**src/verilog/trig_chan_pkg.sv**
```systemverilog
/*
 trig_chan_pkg: command codes, field widths, channel limits and fault bit positions
 for the trigger arming and channel selection interpreter.
 assumes: a parser upstream decodes text commands into the codes below.
*/
package trig_chan_pkg;
   // ==========================================
   // command codes
   typedef enum logic [3:0]
   {
      cmd_none = 4'h0,
      cmd_single_arm = 4'h1,
      cmd_continuous_arm = 4'h2,
      cmd_continuous_query = 4'h3,
      cmd_general_reset = 4'h4,
      cmd_channel_list_query = 4'h5,
      cmd_channel_select = 4'h6,
      cmd_numbered_select = 4'h7,
      cmd_selected_query = 4'h8,
      cmd_output_gate = 4'h9,
      cmd_measured_current_query = 4'ha,
      cmd_measured_voltage_query = 4'hb,
      cmd_trigger = 4'hc
   } cmd_t;

   // ==========================================
   // widths and limits
   localparam int chan_w = 5;
   localparam int chan_count = 32;
   localparam int level_w = 16;
   localparam int meas_w = 16;
   localparam int ques_w = 16;
   localparam logic [chan_w-1:0] chan_min = 5'h01;
   localparam logic [chan_w-1:0] chan_max = 5'h1f;
   localparam logic [chan_w-1:0] chan_reset_value = 5'h01;
   // questionable register bit positions
   localparam int ques_power_loss_bit = 11;
   localparam int ques_cmd_warning_bit = 13;
   // reset pulse to a supply lasts this many ns, rounded up to whole cycles, before it goes on-line
   localparam int supply_reset_ns = 100;
   localparam int clk_period_ns = 5;
   localparam int supply_reset_cycles = (supply_reset_ns + clk_period_ns - 1) / clk_period_ns;
   localparam int rst_cnt_w = 5;

   // ==========================================
   // answer kinds
   typedef enum logic [2:0]
   {
      ans_none = 3'h0,
      ans_flag = 3'h1,
      ans_list = 3'h2,
      ans_channel = 3'h3,
      ans_current = 3'h4,
      ans_voltage = 3'h5
   } ans_t;
endpackage

```
**src/verilog/arm_keeper.sv**
```systemverilog
/*
 arm_keeper: holds the continuous arming flag and the single-shot arm state,
 consumes the single-shot arm on each trigger; a continuous arm is not consumed.
 assumes: command strobes are one-cycle pulses on clk.
*/
`timescale 1ns/100ps
module arm_keeper
(
   input wire logic clk,
   input wire logic rst,
   input wire logic set_continuous,
   input wire logic clear_continuous,
   input wire logic single_arm,
   input wire logic trigger,
   output logic continuous,
   output logic armed,
   output logic fire
);
   logic single_armed;
   logic next_single_armed;
   logic next_continuous;
   logic next_armed;

   // ==========================================
   // arming decode
   // clear beats set when both strobes arrive in the same cycle
   assign next_continuous = clear_continuous ? 1'b0 : (set_continuous ? 1'b1 : continuous);
   // a trigger consumes the single arm; a new arm in the same cycle re-arms
   assign next_single_armed = (single_arm && !continuous) ? 1'b1 :
                              (trigger ? 1'b0 : single_armed);
   // registered so the armed output comes straight from a flop
   assign next_armed = next_continuous || next_single_armed;

   // ==========================================
   // state
   always_ff @(posedge clk or posedge rst)
   begin
      if (rst)
      begin
         continuous <= 1'b0;
         single_armed <= 1'b0;
         fire <= 1'b0;
         armed <= 1'b0;
      end
      else
      begin
         continuous <= next_continuous;
         single_armed <= next_single_armed;
         armed <= next_armed;
         fire <= trigger && armed;
      end
   end
endmodule

```
**src/verilog/trigger_arm_channel_select.sv**
```systemverilog
/*
 trigger_arm_channel_select: interpreter for arming, channel select, output gating
 and measurement queries of a multi-channel power module controller.
 assumes: cmd_valid is a one-cycle pulse with cmd, cmd_arg and cmd_extra decoded
 by an upstream parser; fieldbus presence and fault inputs come from pins.
*/
// What this block does
// - continuous flag set by 1, cleared by 0
// - immediate arm arms exactly one trigger
// - continuous set keeps armed; arm redundant
// - general reset clears continuous flag
// - continuous query answers one or zero
// - list query returns known channel set
// - list query never rescans; reset rescans
// - select 1..31 steers later commands
// - select returns offline supply online
// - supply reset before going back online
// - numbered select same as channel select
// - selected query returns current channel
// - gate zero drives zero; one restores levels
// - current query returns measured terminal current
// - voltage query returns measured terminal voltage
// - extra current or voltage query characters set warning bit 13
// - power-loss bit 11 makes supply unselectable
// - consumed trigger needs re-arming first
`timescale 1ns/100ps
module trigger_arm_channel_select
(
   input wire logic clk,
   input wire logic rst,
   input wire logic cmd_valid,
   input wire trig_chan_pkg::cmd_t cmd,
   input wire logic [4:0] cmd_arg,
   input wire logic cmd_extra,
   input wire logic [31:0] bus_present,
   input wire logic [31:0] bus_power_loss,
   input wire logic [15:0] prog_voltage,
   input wire logic [15:0] prog_current,
   input wire logic [15:0] meas_voltage,
   input wire logic [15:0] meas_current,
   output logic ans_valid,
   output trig_chan_pkg::ans_t ans_kind,
   output logic [31:0] ans_data,
   output logic [4:0] selected_channel,
   output logic [31:0] known_channels,
   output logic [31:0] supply_reset,
   output logic [15:0] out_voltage,
   output logic [15:0] out_current,
   output logic output_gated_off,
   output logic trigger_armed,
   output logic trigger_fire,
   output logic continuous_arm_flag,
   output logic [15:0] questionable,
   output logic cmd_error
);
   // ==========================================
   // pin synchronisers: three stages, accept when last two agree
   logic [31:0] present_s1;
   logic [31:0] present_s2;
   logic [31:0] present_s3;
   logic [31:0] present_q;
   logic [31:0] loss_s1;
   logic [31:0] loss_s2;
   logic [31:0] loss_s3;
   logic [31:0] loss_q;
   logic [31:0] next_present_q;
   logic [31:0] next_loss_q;

   assign next_present_q = (present_s2 & present_s3) | (present_q & (present_s2 | present_s3));
   assign next_loss_q = (loss_s2 & loss_s3) | (loss_q & (loss_s2 | loss_s3));

   always_ff @(posedge clk or posedge rst)
   begin
      if (rst)
      begin
         present_s1 <= 32'h0;
         present_s2 <= 32'h0;
         present_s3 <= 32'h0;
         present_q <= 32'h0;
      end
      else
      begin
         present_s1 <= bus_present;
         present_s2 <= present_s1;
         present_s3 <= present_s2;
         present_q <= next_present_q;
      end
   end

   // power-loss lines take the same filter, so a glitch cannot drop a channel
   always_ff @(posedge clk or posedge rst)
   begin
      if (rst)
      begin
         loss_s1 <= 32'h0;
         loss_s2 <= 32'h0;
         loss_s3 <= 32'h0;
         loss_q <= 32'h0;
      end
      else
      begin
         loss_s1 <= bus_power_loss;
         loss_s2 <= loss_s1;
         loss_s3 <= loss_s2;
         loss_q <= next_loss_q;
      end
   end

   // ==========================================
   // command decode
   logic is_single_arm;
   logic is_cont_arm;
   logic is_cont_query;
   logic is_reset;
   logic is_list_query;
   logic is_select;
   logic is_sel_query;
   logic is_gate;
   logic is_curr_query;
   logic is_volt_query;
   logic is_trigger;
   logic arg_in_range;
   logic target_lost;
   logic select_ok;
   logic select_bad;
   logic recover_busy;
   logic set_cont;
   logic clear_cont;

   assign is_single_arm = cmd_valid && (cmd == trig_chan_pkg::cmd_single_arm);
   assign is_cont_arm = cmd_valid && (cmd == trig_chan_pkg::cmd_continuous_arm);
   assign is_cont_query = cmd_valid && (cmd == trig_chan_pkg::cmd_continuous_query);
   assign is_reset = cmd_valid && (cmd == trig_chan_pkg::cmd_general_reset);
   assign is_list_query = cmd_valid && (cmd == trig_chan_pkg::cmd_channel_list_query);
   assign is_select = cmd_valid && ((cmd == trig_chan_pkg::cmd_channel_select) ||
                                    (cmd == trig_chan_pkg::cmd_numbered_select));
   assign is_sel_query = cmd_valid && (cmd == trig_chan_pkg::cmd_selected_query);
   assign is_gate = cmd_valid && (cmd == trig_chan_pkg::cmd_output_gate);
   assign is_curr_query = cmd_valid && (cmd == trig_chan_pkg::cmd_measured_current_query);
   assign is_volt_query = cmd_valid && (cmd == trig_chan_pkg::cmd_measured_voltage_query);
   assign is_trigger = cmd_valid && (cmd == trig_chan_pkg::cmd_trigger);
   assign arg_in_range = (cmd_arg >= trig_chan_pkg::chan_min) && (cmd_arg <= trig_chan_pkg::chan_max);
   assign target_lost = loss_q[cmd_arg];
   // a supply still reporting power loss cannot be selected
   assign select_ok = is_select && arg_in_range && !target_lost && !recover_busy;
   assign select_bad = is_select && !select_ok;
   // bit 0 of the argument carries on or off
   assign set_cont = is_cont_arm && cmd_arg[0];
   assign clear_cont = (is_cont_arm && !cmd_arg[0]) || is_reset;

   // ==========================================
   // arming
   arm_keeper u_arm
   (
      .clk(clk),
      .rst(rst),
      .set_continuous(set_cont),
      .clear_continuous(clear_cont),
      .single_arm(is_single_arm),
      .trigger(is_trigger),
      .continuous(continuous_arm_flag),
      .armed(trigger_armed),
      .fire(trigger_fire)
   );

   // ==========================================
   // channel selection and recovery
   typedef enum logic [1:0] {rec_idle, rec_reset, rec_online} rec_state_t;
   rec_state_t rec_state;
   rec_state_t next_rec_state;
   logic [4:0] rec_chan;
   logic [4:0] next_rec_chan;
   logic [4:0] rec_cnt;
   logic [4:0] next_rec_cnt;
   logic [4:0] next_selected;
   logic [31:0] next_supply_reset;
   logic [31:0] chan_onehot;
   logic [31:0] next_known;
   logic rec_done;

   assign recover_busy = (rec_state != rec_idle);
   assign chan_onehot = 32'h1 << rec_chan;
   assign rec_done = (rec_cnt == 5'(trig_chan_pkg::supply_reset_cycles - 1));
   assign next_rec_chan = select_ok ? cmd_arg : rec_chan;
   assign next_selected = select_ok ? cmd_arg : selected_channel;
   assign next_rec_cnt = (rec_state == rec_reset) ? rec_cnt + 5'h01 : 5'h00;
   // a fresh select names its channel a cycle before rec_chan holds it
   assign next_supply_reset = (next_rec_state == rec_reset) ? (32'h1 << next_rec_chan) : 32'h0;

   always_comb
   begin
      next_rec_state = rec_state;
      case (rec_state)
         rec_idle:
            if (select_ok)
               next_rec_state = rec_reset;
         rec_reset:
            if (rec_done)
               next_rec_state = rec_online;
         rec_online:
            next_rec_state = rec_idle;
         default:
            next_rec_state = rec_idle;
      endcase
   end

   // list only changes on a rescan, a recovery or loss; the query itself reads it
   assign next_known = is_reset ? (present_q & ~loss_q) :
                       (((rec_state == rec_online) ? (known_channels | chan_onehot) : known_channels)
                        & ~loss_q);

   always_ff @(posedge clk or posedge rst)
   begin
      if (rst)
      begin
         rec_state <= rec_idle;
         rec_chan <= trig_chan_pkg::chan_reset_value;
         rec_cnt <= 5'h00;
      end
      else
      begin
         rec_state <= next_rec_state;
         rec_chan <= next_rec_chan;
         rec_cnt <= next_rec_cnt;
      end
   end

   // supply held in reset before it rejoins the list
   always_ff @(posedge clk or posedge rst)
   begin
      if (rst)
      begin
         selected_channel <= trig_chan_pkg::chan_reset_value;
         known_channels <= 32'h0;
         supply_reset <= 32'h0;
      end
      else
      begin
         selected_channel <= next_selected;
         known_channels <= next_known;
         supply_reset <= next_supply_reset;
      end
   end

   // ==========================================
   // output gating
   logic gate_on;
   logic next_gate_on;
   logic [15:0] next_out_voltage;
   logic [15:0] next_out_current;

   assign next_out_voltage = gate_on ? prog_voltage : 16'h0000;
   assign next_out_current = gate_on ? prog_current : 16'h0000;
   // only the output is zeroed; prog levels stay upstream, so gate on restores them
   assign next_gate_on = is_gate ? cmd_arg[0] : gate_on;

   always_ff @(posedge clk or posedge rst)
   begin
      if (rst)
      begin
         gate_on <= 1'b1;
      end
      else
      begin
         gate_on <= next_gate_on;
      end
   end

   // outputs lag the gate by one cycle
   always_ff @(posedge clk or posedge rst)
   begin
      if (rst)
      begin
         out_voltage <= 16'h0000;
         out_current <= 16'h0000;
         output_gated_off <= 1'b0;
      end
      else
      begin
         out_voltage <= next_out_voltage;
         out_current <= next_out_current;
         output_gated_off <= !gate_on;
      end
   end

   // ==========================================
   // answers and status
   logic next_ans_valid;
   trig_chan_pkg::ans_t next_ans_kind;
   logic [31:0] next_ans_data;
   logic [15:0] warn_mask;
   logic [15:0] loss_mask;
   logic [15:0] ques_kept;
   logic [15:0] ques_new;
   logic [15:0] next_questionable;

   assign next_ans_valid = is_cont_query || is_list_query || is_sel_query || is_curr_query || is_volt_query;
   assign next_ans_kind = is_cont_query ? trig_chan_pkg::ans_flag :
                          is_list_query ? trig_chan_pkg::ans_list :
                          is_sel_query ? trig_chan_pkg::ans_channel :
                          is_curr_query ? trig_chan_pkg::ans_current :
                          is_volt_query ? trig_chan_pkg::ans_voltage : trig_chan_pkg::ans_none;
   // list is a channel bitmap; the text formatter adds the commas and exponent form
   assign next_ans_data = is_cont_query ? {31'h0, continuous_arm_flag} :
                          is_list_query ? known_channels :
                          is_sel_query ? {27'h0, selected_channel} :
                          is_curr_query ? {16'h0, meas_current} :
                          is_volt_query ? {16'h0, meas_voltage} : 32'h0;
   assign warn_mask = 16'h1 << trig_chan_pkg::ques_cmd_warning_bit;
   assign loss_mask = (|(loss_q & (32'h1 << selected_channel))) ? (16'h1 << trig_chan_pkg::ques_power_loss_bit) : 16'h0;
   // bit 11 is rebuilt each cycle from the live loss of the selected channel
   assign ques_kept = is_reset ? 16'h0000 : (questionable & ~(16'h1 << trig_chan_pkg::ques_power_loss_bit));
   assign ques_new = ((is_curr_query || is_volt_query) && cmd_extra) ? warn_mask : 16'h0000;
   // warning is sticky until a general reset; a new warning wins over reset
   assign next_questionable = ques_kept | ques_new | loss_mask;

   always_ff @(posedge clk or posedge rst)
   begin
      if (rst)
      begin
         ans_valid <= 1'b0;
         ans_kind <= trig_chan_pkg::ans_none;
         ans_data <= 32'h0;
      end
      else
      begin
         ans_valid <= next_ans_valid;
         ans_kind <= next_ans_kind;
         ans_data <= next_ans_data;
      end
   end

   // answers stand one cycle only; the formatter must take them then
   always_ff @(posedge clk or posedge rst)
   begin
      if (rst)
      begin
         questionable <= 16'h0000;
         cmd_error <= 1'b0;
      end
      else
      begin
         questionable <= next_questionable;
         cmd_error <= select_bad;
      end
   end
endmodule

```
**config.mk**
```make
export PLATFORM = sky130hd
export DESIGN_NAME = trigger_arm_channel_select
export DESIGN_NICKNAME = d
export VERILOG_FILES = /design/src/verilog/trig_chan_pkg.sv /design/src/verilog/arm_keeper.sv /design/src/verilog/trigger_arm_channel_select.sv
export SDC_FILE = /design/constraint.sdc
export NUM_CORES = 1
export LEC_CHECK = 0
export BUFFER_PORTS_ARGS = -buffer_cell sky130_fd_sc_hd__buf_2
export CAP_MARGIN = 25
export CORE_ASPECT_RATIO = 0.6
export CORE_MARGIN = 2
export CORE_UTILIZATION = 58
export CTS_CLUSTER_DIAMETER = 200
export DETAILED_ROUTE_END_ITERATION = 16
export PLACE_DENSITY = 0.82
export SLEW_MARGIN = 40
export SYNTH_ARGS = -nofsm -noshare
export SYNTH_HDL_FRONTEND = slang
export SYNTH_HIERARCHICAL = 1
export SYNTH_SLANG_ARGS = --single-unit
```
**constraint.sdc**
```tcl
create_clock -name clk -period 32.3 [get_ports clk]
set_input_delay 1.615 -clock clk [delete_from_list [all_inputs] [get_ports clk]]
set_output_delay 1.615 -clock clk [all_outputs]
set_load 0.02 [all_outputs]
```
==> reports/metrics.yaml, run 1 <==
detailed_routing:
  dr.pass1.iters: 5
  via_count: 9343
  first_iter_violations: 985
  wirelength_um: 36300
  routed_via_density: 5.60
  final_antenna_net_count: 0
  routedWlPerCell_um: 21.8
  detail_route.drc_violations: 0
clock_tree:
  cts_root_buffer: "clkbuf_16"
  cts_buffers: 36
  post_cts_buffers: 0
  clock_path_buffers: 3
  clock_sinks: 414
  cts_tree: "done"
  clk_pin_slew_worst_paths_ps: 60
  ctsResizeCount: 0
  cts_htree_levels: 2
  clock_latency_ps: 550
  cts_hold_buf: 0
synthesis:
  synth.most_common_cell: "dfrtp_1"
  synth_top_area_share_pct: 71.8
  postSynth.asyncResetShare_pct: 100
  synthesis.area_mm2: 0.0143
  ys.flop_type: "dfrtp_1"
  synth-edff-count: 0
  ys_seq_elements: 414
  synth.avg_cell_area_um2: 13.8
  ys_seq_area_share_pct: 72.4
  synth_area_leaders: "dfrtp_1 72%, maj3_1 4.5%, nor2_1 2.5%"
  netlist_instances: 1035
  synth.distinct_cells: 63
  ys_warn_count: 6
  yosys.area.top_type: "dfrtp_1"
  synth_commonest_cells: "411 x dfrtp_1, 96 x nor2_1, 66 x nor3_1, 64 x maj3_1, 53 x nand2_1"
global_route:
  grt_pass1_wl_um: 56200
  grt_antenna_before_repair: 1
  grt_max_degree: 157
  first_global_vias: 9554
  grt_usage_pct: 29.0
  grt_overflow: 0
hold_path:
  holdPathStages: 0
  hp-class: "flop to flop"
timing:
  finalCritPeriodShare_pct: 11.1
  setup_viol_count_final: 0
  rsz0062_at_grt: "no"
  fmax_mhz: 278
  hold_viol: 0
  holdWs_ps: 346
  finalMaxSlewViolations: 0
  tightest_slew_ps: 859
  final.setup.tns_ps: 0
  slew-limit-headroom_pct: 42.6
  period_needed_ps: 3590
  skew_ps: 18.6
worst_setup_path:
  ff2ff_path_depth: 5
  crit_required_ps: 32730
  critPathMaxFanout: 22
  cp.arrival_ps: 4020
  endpoint_kind: "flop"
  cp-start-kind: "primary input"
  critical_path_class: "primary input to flop"
finish:
  finalNetCount: 1463
  n_fill_cell: 1632
  drive_above_1_share_pct: 28.5
  final_cells: 1667
  fin_util_pct: 71.1
  area_growth_pct: 20.3
  antenna_cells: 0
floorplanning:
  pin_count: 299
  num_rows: 44
  die_x_um: 207
  start_util_pct: 59.1
  core_mm2: 0.0242
  die_area_mm2: 0.0260
  die_y_um: 126
power:
  power.density_mw_per_mm2: 68.4
  leakage_nw: 8.32
  ir_drop_uv: 39.3
  p_total_mw: 1.18
placed_design:
  dp_cells: 1605
  io_buffer_count: 284
  dp_hpwl_um: 24200
  gp_congestion: 0.911
run_status:
  status: "finished clean"
job:
  cap_violations: 0
final cells by class:
type / instances / area, um2 / share of cell area, %
tap: 322 / 403 / 2.34
multi-input combinational: 568 / 3700 / 21.5
clock inverter: 15 / 169 / 0.981
clock buffer: 47 / 1030 / 5.99
inverter: 11 / 57.6 / 0.334
timing repair buffer: 290 / 1500 / 8.72
sequential: 414 / 10400 / 60.2
final timing paths:
path	end	from	slack, ps
worst max-delay path	supply_reset[2]$_DFF_PP0_	cmd_arg[0]	28710
max in group asynchronous	loss_s3[27]$_DFF_PP0_	rst	29020
worst min register to register	present_s2[3]$_DFF_PP0_	present_s1[3]$_DFF_PP0_	350
min in group asynchronous	u_arm/armed$_DFF_PP0_	rst	1040
worst min-delay path	present_s2[3]$_DFF_PP0_	present_s1[3]$_DFF_PP0_	350
worst max register to register	selected_channel[1]$_DFFE_PP0P_	loss_q[30]$_DFF_PP0_	29920
report_power, final:
part | switching [mW] | leakage (nW) | internal, mW
registers | 0.0396 | 5.11 | 0.558
clock network | 0.192 | 0.588 | 0.244
logic | 0.0929 | 2.62 | 0.0516
placed cells by master, fill, tap and decap left out, drive strengths merged, types with 3 or more instances in the layout:
master	synthesis	routed
nand2b	10	10
nand3	34	34
mux4	10	10
mux2i	20	20
dfrtp	411	411
nor2	97	97
inv	11	14
nand4	8	8
nor2b	14	14
o21ai	43	43
a21oi	5	5
o22ai	7	7
maj3	64	64
mux2	12	12
o221ai	3	3
clkbuf	31	47
a22oi	4	4
conb	1	14
buf	24	290
o32ai	5	5
nand2	54	54
and2	52	52
nor3	66	66
clkinvlp	0	3
clkinv	0	7
o31ai	9	9
dfstp	3	3
logic make-up (layout without fill, tap and decap cells):
kind of cell               after synthesis  in the layout  share of synthesized area (%)
DFF                                    414            414                           72.4
and+or+nand+nor                        350            350                           12.0
AOI/OAI and AO/OA                       94             94                           4.47
buffers and inverters                   66            363                           2.28
adders and majority gates               65             65                           4.56
muxes                                   42             42                           4.10
xor gates and xnor gates                 3              3                          0.184
other                                    1             14                         0.0262
sequential cells by signal, summed over array words and instances (netlist names), 32 cells and up:
signal,count
present_s3,32
supply_reset,32
present_q,32
loss_s3,32
present_s1,32
known_channels,32
loss_q,32
loss_s1,32
ans_data,32
present_s2,32
loss_s2,32
metrics by stage:
step	worst slack (ps)	area, um2
after detailed placement	28240	16000
after CTS	28810	17200
after global routing	28640	17200
final	28710	17200
after global placement	27980	16000
after floorplan	19280	14400
routing by layer:
metal,global-route usage [%],wire [um],vias up
met5,0,13,-
met4,8.26,782,2
met3,7.14,3090,71
met2,42.3,16300,421
met1,44.0,16100,4750
li1,-,-,4099
critical path, cell delays in order:
cell     delay [ps]
buf_2           480
mux4_1          630
mux2_2          340
o21ai_0         460
nand2_1         220
o31ai_1         270
Note: power is estimated with default switching activity, not from simulation.
==> inputs of run 2 (changes only) <==
--- a/config.mk
+++ b/config.mk
@@ -5,14 +5,15 @@
 export SDC_FILE = /design/constraint.sdc
 export NUM_CORES = 1
 export LEC_CHECK = 0
+export ABC_AREA = 1
 export BUFFER_PORTS_ARGS = -buffer_cell sky130_fd_sc_hd__buf_2
 export CAP_MARGIN = 25
 export CORE_ASPECT_RATIO = 0.6
 export CORE_MARGIN = 2
-export CORE_UTILIZATION = 58
+export CORE_UTILIZATION = 49
 export CTS_CLUSTER_DIAMETER = 200
 export DETAILED_ROUTE_END_ITERATION = 16
-export PLACE_DENSITY = 0.82
+export PLACE_DENSITY = 0.74
 export SLEW_MARGIN = 40
 export SYNTH_ARGS = -nofsm -noshare
 export SYNTH_HDL_FRONTEND = slang
==> constraint.sdc (replaced) <==
create_clock -name clk -period 3 [get_ports clk]
set_input_delay 0.15 -clock clk [delete_from_list [all_inputs] [get_ports clk]]
set_output_delay 0.15 -clock clk [all_outputs]
set_load 0.02 [all_outputs]
==> reports/metrics.yaml, run 2 <==
power:
  p_total_mw: 13.2  # was 1.18 mW
  ir_drop_uv: 521  # was 39.3 uV
  clkPwrFrac_pct: 39.9  # was 37.0%
  combPwrFrac_pct: 12.2  # was 12.3%
  intPower_mw: 9.77  # was 0.854 mW
  pwr-share-seq_pct: 47.9  # was 50.7%
  leakage_nw: 9.39  # was 8.32 nW
  switching_share_pct: 26.1  # was 27.6%
  switchingPower_mw: 3.44  # was 0.325 mW
  power.density_mw_per_mm2: 705  # was 68.4 mW/mm2
timing:
  finalMaxSlewViolations: 0  # unchanged
  hold_viol: 0  # unchanged
  layout_setup_ws_ps: 433  # was 28710 ps
  setup_viol_count_final: 0  # unchanged
  final.setup.tns_ps: 0  # unchanged
  fmax_mhz: 389
  tightest_slew_ps: 846  # was 859 ps
  holdWs_ps: 43.9  # was 346 ps
  finalCritPeriodShare_pct: 85.6
  slew-limit-headroom_pct: 43.5  # was 42.6%
  rsz0062_at_grt: "no"  # unchanged
  skew_ps: 8.11  # was 18.6 ps
  period_needed_ps: 2570
floorplanning:
  die_area_mm2: 0.0301  # was 0.0260 mm2
  die_x_um: 223  # was 207 um
  num_rows: 48  # was 44
  pin_count: 299  # unchanged
  start_util_pct: 49.3  # was 59.1%
  core_mm2: 0.0285  # was 0.0242 mm2
  die_y_um: 135  # was 126 um
finish:
  area_growth_pct: 33.2  # was 20.3%
  fin_area_mm2: 0.0188  # was 0.0172 mm2
  drive_above_1_share_pct: 24.8  # was 28.5%
  final_common_cell: "dfrtp_1"  # unchanged
  mostFrequentLayoutCells: "411 x dfrtp_1, 284 x buf_2, 142 x nand2_1, 132 x dlygate4sd3_1, 115 x inv_1"  # was 411 x dfrtp_1, 284 x buf_2, 95 x nor2_1, 65 x nor3_1, 64 x maj3_1
  final_cells: 1990  # was 1667
  finalNetCount: 1726  # was 1463
  fin_util_pct: 65.7  # was 71.1%
hold_path:
  hp-start: "meas_voltage[4]"  # was present_s1[3]$_DFF_PP0_
  hp-class: "primary input to flop"  # was flop to flop
  whs_endpoint: "ans_data[4]$_DFF_PP0_"  # was present_s2[3]$_DFF_PP0_
  holdPathStages: 3  # was 0
worst_setup_path:
  endpoint_kind: "flop"  # unchanged
  cp-start-kind: "primary input"  # unchanged
  ff2ff_path_depth: 15  # was 5
  critical_path_class: "primary input to flop"  # unchanged
  critPathMaxFanout: 16  # was 22
  cp.arrival_ps: 3030  # was 4020 ps
  r2r_slack_ps: 640  # was 29920 ps
  worstReg2RegEnd: "supply_reset[28]$_DFF_PP0_"  # was selected_channel[1]$_DFFE_PP0P_
  r2r-start: "loss_q[17]$_DFF_PP0_"  # was loss_q[30]$_DFF_PP0_
  crit_required_ps: 3470  # was 32730 ps
clock_tree:
  clk_pin_slew_worst_paths_ps: 60  # about the same
  ctsResizeCount: 0  # unchanged
  post_cts_buffers: 0  # unchanged
  clock_sinks: 414  # unchanged
  cts_htree_levels: 2  # unchanged
  clock_path_buffers: 3  # unchanged
  clock_latency_ps: 530  # was 550 ps
  cts_hold_buf: 132  # was 0
  cts_buffers: 38  # was 36
  cts_tree: "done"  # unchanged
  cts_root_buffer: "clkbuf_16"  # unchanged
global_route:
  grt_antenna_before_repair: 1  # unchanged
  grt_overflow: 0  # unchanged
  first_global_vias: 10200  # was 9554
  grt_max_degree: 104  # was 157
  grt_usage_pct: 25.8  # was 29.0%
  grt_pass1_wl_um: 58500  # was 56200 um
placed_design:
  dp_cells: 1787  # was 1605
  io_buffer_count: 284  # unchanged
  dp_hpwl_um: 26800  # was 24200 um
  gp_congestion: 0.945  # was 0.911
  dp_slack_ps: 583  # was 28240 ps
  postPlaceCellArea_mm2: 0.0160  # about the same
synthesis:
  yosys.area.top_type: "dfrtp_1"  # unchanged
  ys_seq_area_share_pct: 73.6  # was 72.4%
  netlist_instances: 1132  # was 1035
  synth_area_leaders: "dfrtp_1 73%, maj3_1 4.6%, nand2_1 3.8%"  # was dfrtp_1 72%, maj3_1 4.5%, nor2_1 2.5%
  postSynth.asyncResetShare_pct: 100  # unchanged
  synth.avg_cell_area_um2: 12.4  # was 13.8 um2
  synth-edff-count: 0  # unchanged
  ys_warn_count: 6  # unchanged
  synthesis.area_mm2: 0.0141  # was 0.0143 mm2
  synth_commonest_cells: "411 x dfrtp_1, 142 x nand2_1, 116 x inv_1, 105 x nor2_1, 65 x nand3_1"  # was 411 x dfrtp_1, 96 x nor2_1, 66 x nor3_1, 64 x maj3_1, 53 x nand2_1
  ys.flop_type: "dfrtp_1"  # unchanged
  synth.distinct_cells: 36  # was 63
  synth_top_area_share_pct: 73.1  # was 71.8%
  synth.most_common_cell: "dfrtp_1"  # unchanged
  ys_seq_elements: 414  # unchanged
detailed_routing:
  final_antenna_net_count: 0  # unchanged
  routed_via_density: 5.08  # was 5.60
  detail_route.drc_violations: 0  # unchanged
  dr.pass1.iters: 5  # unchanged
  wirelength_um: 38500  # was 36300 um
  routedWlPerCell_um: 19.3  # was 21.8 um
  first_iter_violations: 1017  # was 985
  via_count: 10100  # was 9343
job:
  cap_violations: 0  # unchanged
run_status:
  status: "finished clean"  # unchanged
==> run 2: cell type report <==
class,count,area [um2]
well taps,375,469
fillers,2117,9770
inverters,125,473
clock buffers,56,1160
multi-input cells,561,3040
flip-flops and latches,414,10400
clock inverters,14,231
repair buffers,444,3020
diodes,1,2.50
==> run 2: critical path, stage by stage <==
cell	delay, ps
dlygate4sd3_1	530
buf_2	130
nor2_1	160
inv_1	110
nor2_1	100
inv_1	80
nor2_1	160
nand2_1	70
inv_1	620
nand2_1	190
o211ai_1	150
dlygate4sd3_1	580
==> run 2: power groups by stage <==
stage / clock network [mW] / logic (mW) / registers (mW)
finish: 5.27 / 1.61 / 6.34
global placement: 0 / 1.44 / 6.41
global route: 5.64 / 1.75 / 6.37
floorplan: 0 / 0.819 / 6.43
CTS: 5.37 / 1.59 / 6.32
detailed placement: 0 / 1.46 / 6.42
==> run 2: cells by family (layout without fill, tap and decap cells) <==
logic type	Yosys count	in the layout	share of synthesized area (%)
AO/OA/AOI/OAI	111	111	4.92
XOR/XNOR	3	3	0.187
adder cells (fa/ha/maj)	65	65	4.64
buffers and inverters	170	639	5.14
flip-flops	414	414	73.6
other	1	15	0.0266
AND/OR/NAND/NOR	368	368	11.5
==> run 2: how the worst max path moves through the flow <==
stage,start,endpoint,cells after the start
2_1_floorplan,rst,ans_data[0]$_DFF_PP0_,1
3_3_place_gp,cmd_arg[0],supply_reset[30]$_DFF_PP0_,14
3_5_place_dp,cmd_arg[1],supply_reset[28]$_DFF_PP0_,15
4_1_cts,cmd[2],ans_data[6]$_DFF_PP0_,12
5_1_grt,cmd[2],ans_data[6]$_DFF_PP0_,12
6_report,cmd[2],ans_data[6]$_DFF_PP0_,12
==> run 2: per-layer routing <==
| layer | up-vias | global-route usage (%) | part of all wire (%) |
|---|---|---|---|
| met5 | - | 0 | 0 |
| met4 | 0 | 8.65 | 2.9 |
| met3 | 80 | 7.40 | 8.3 |
| met2 | 426 | 37.8 | 44 |
| met1 | 5012 | 37.4 | 45 |
| li1 | 4582 | - | - |
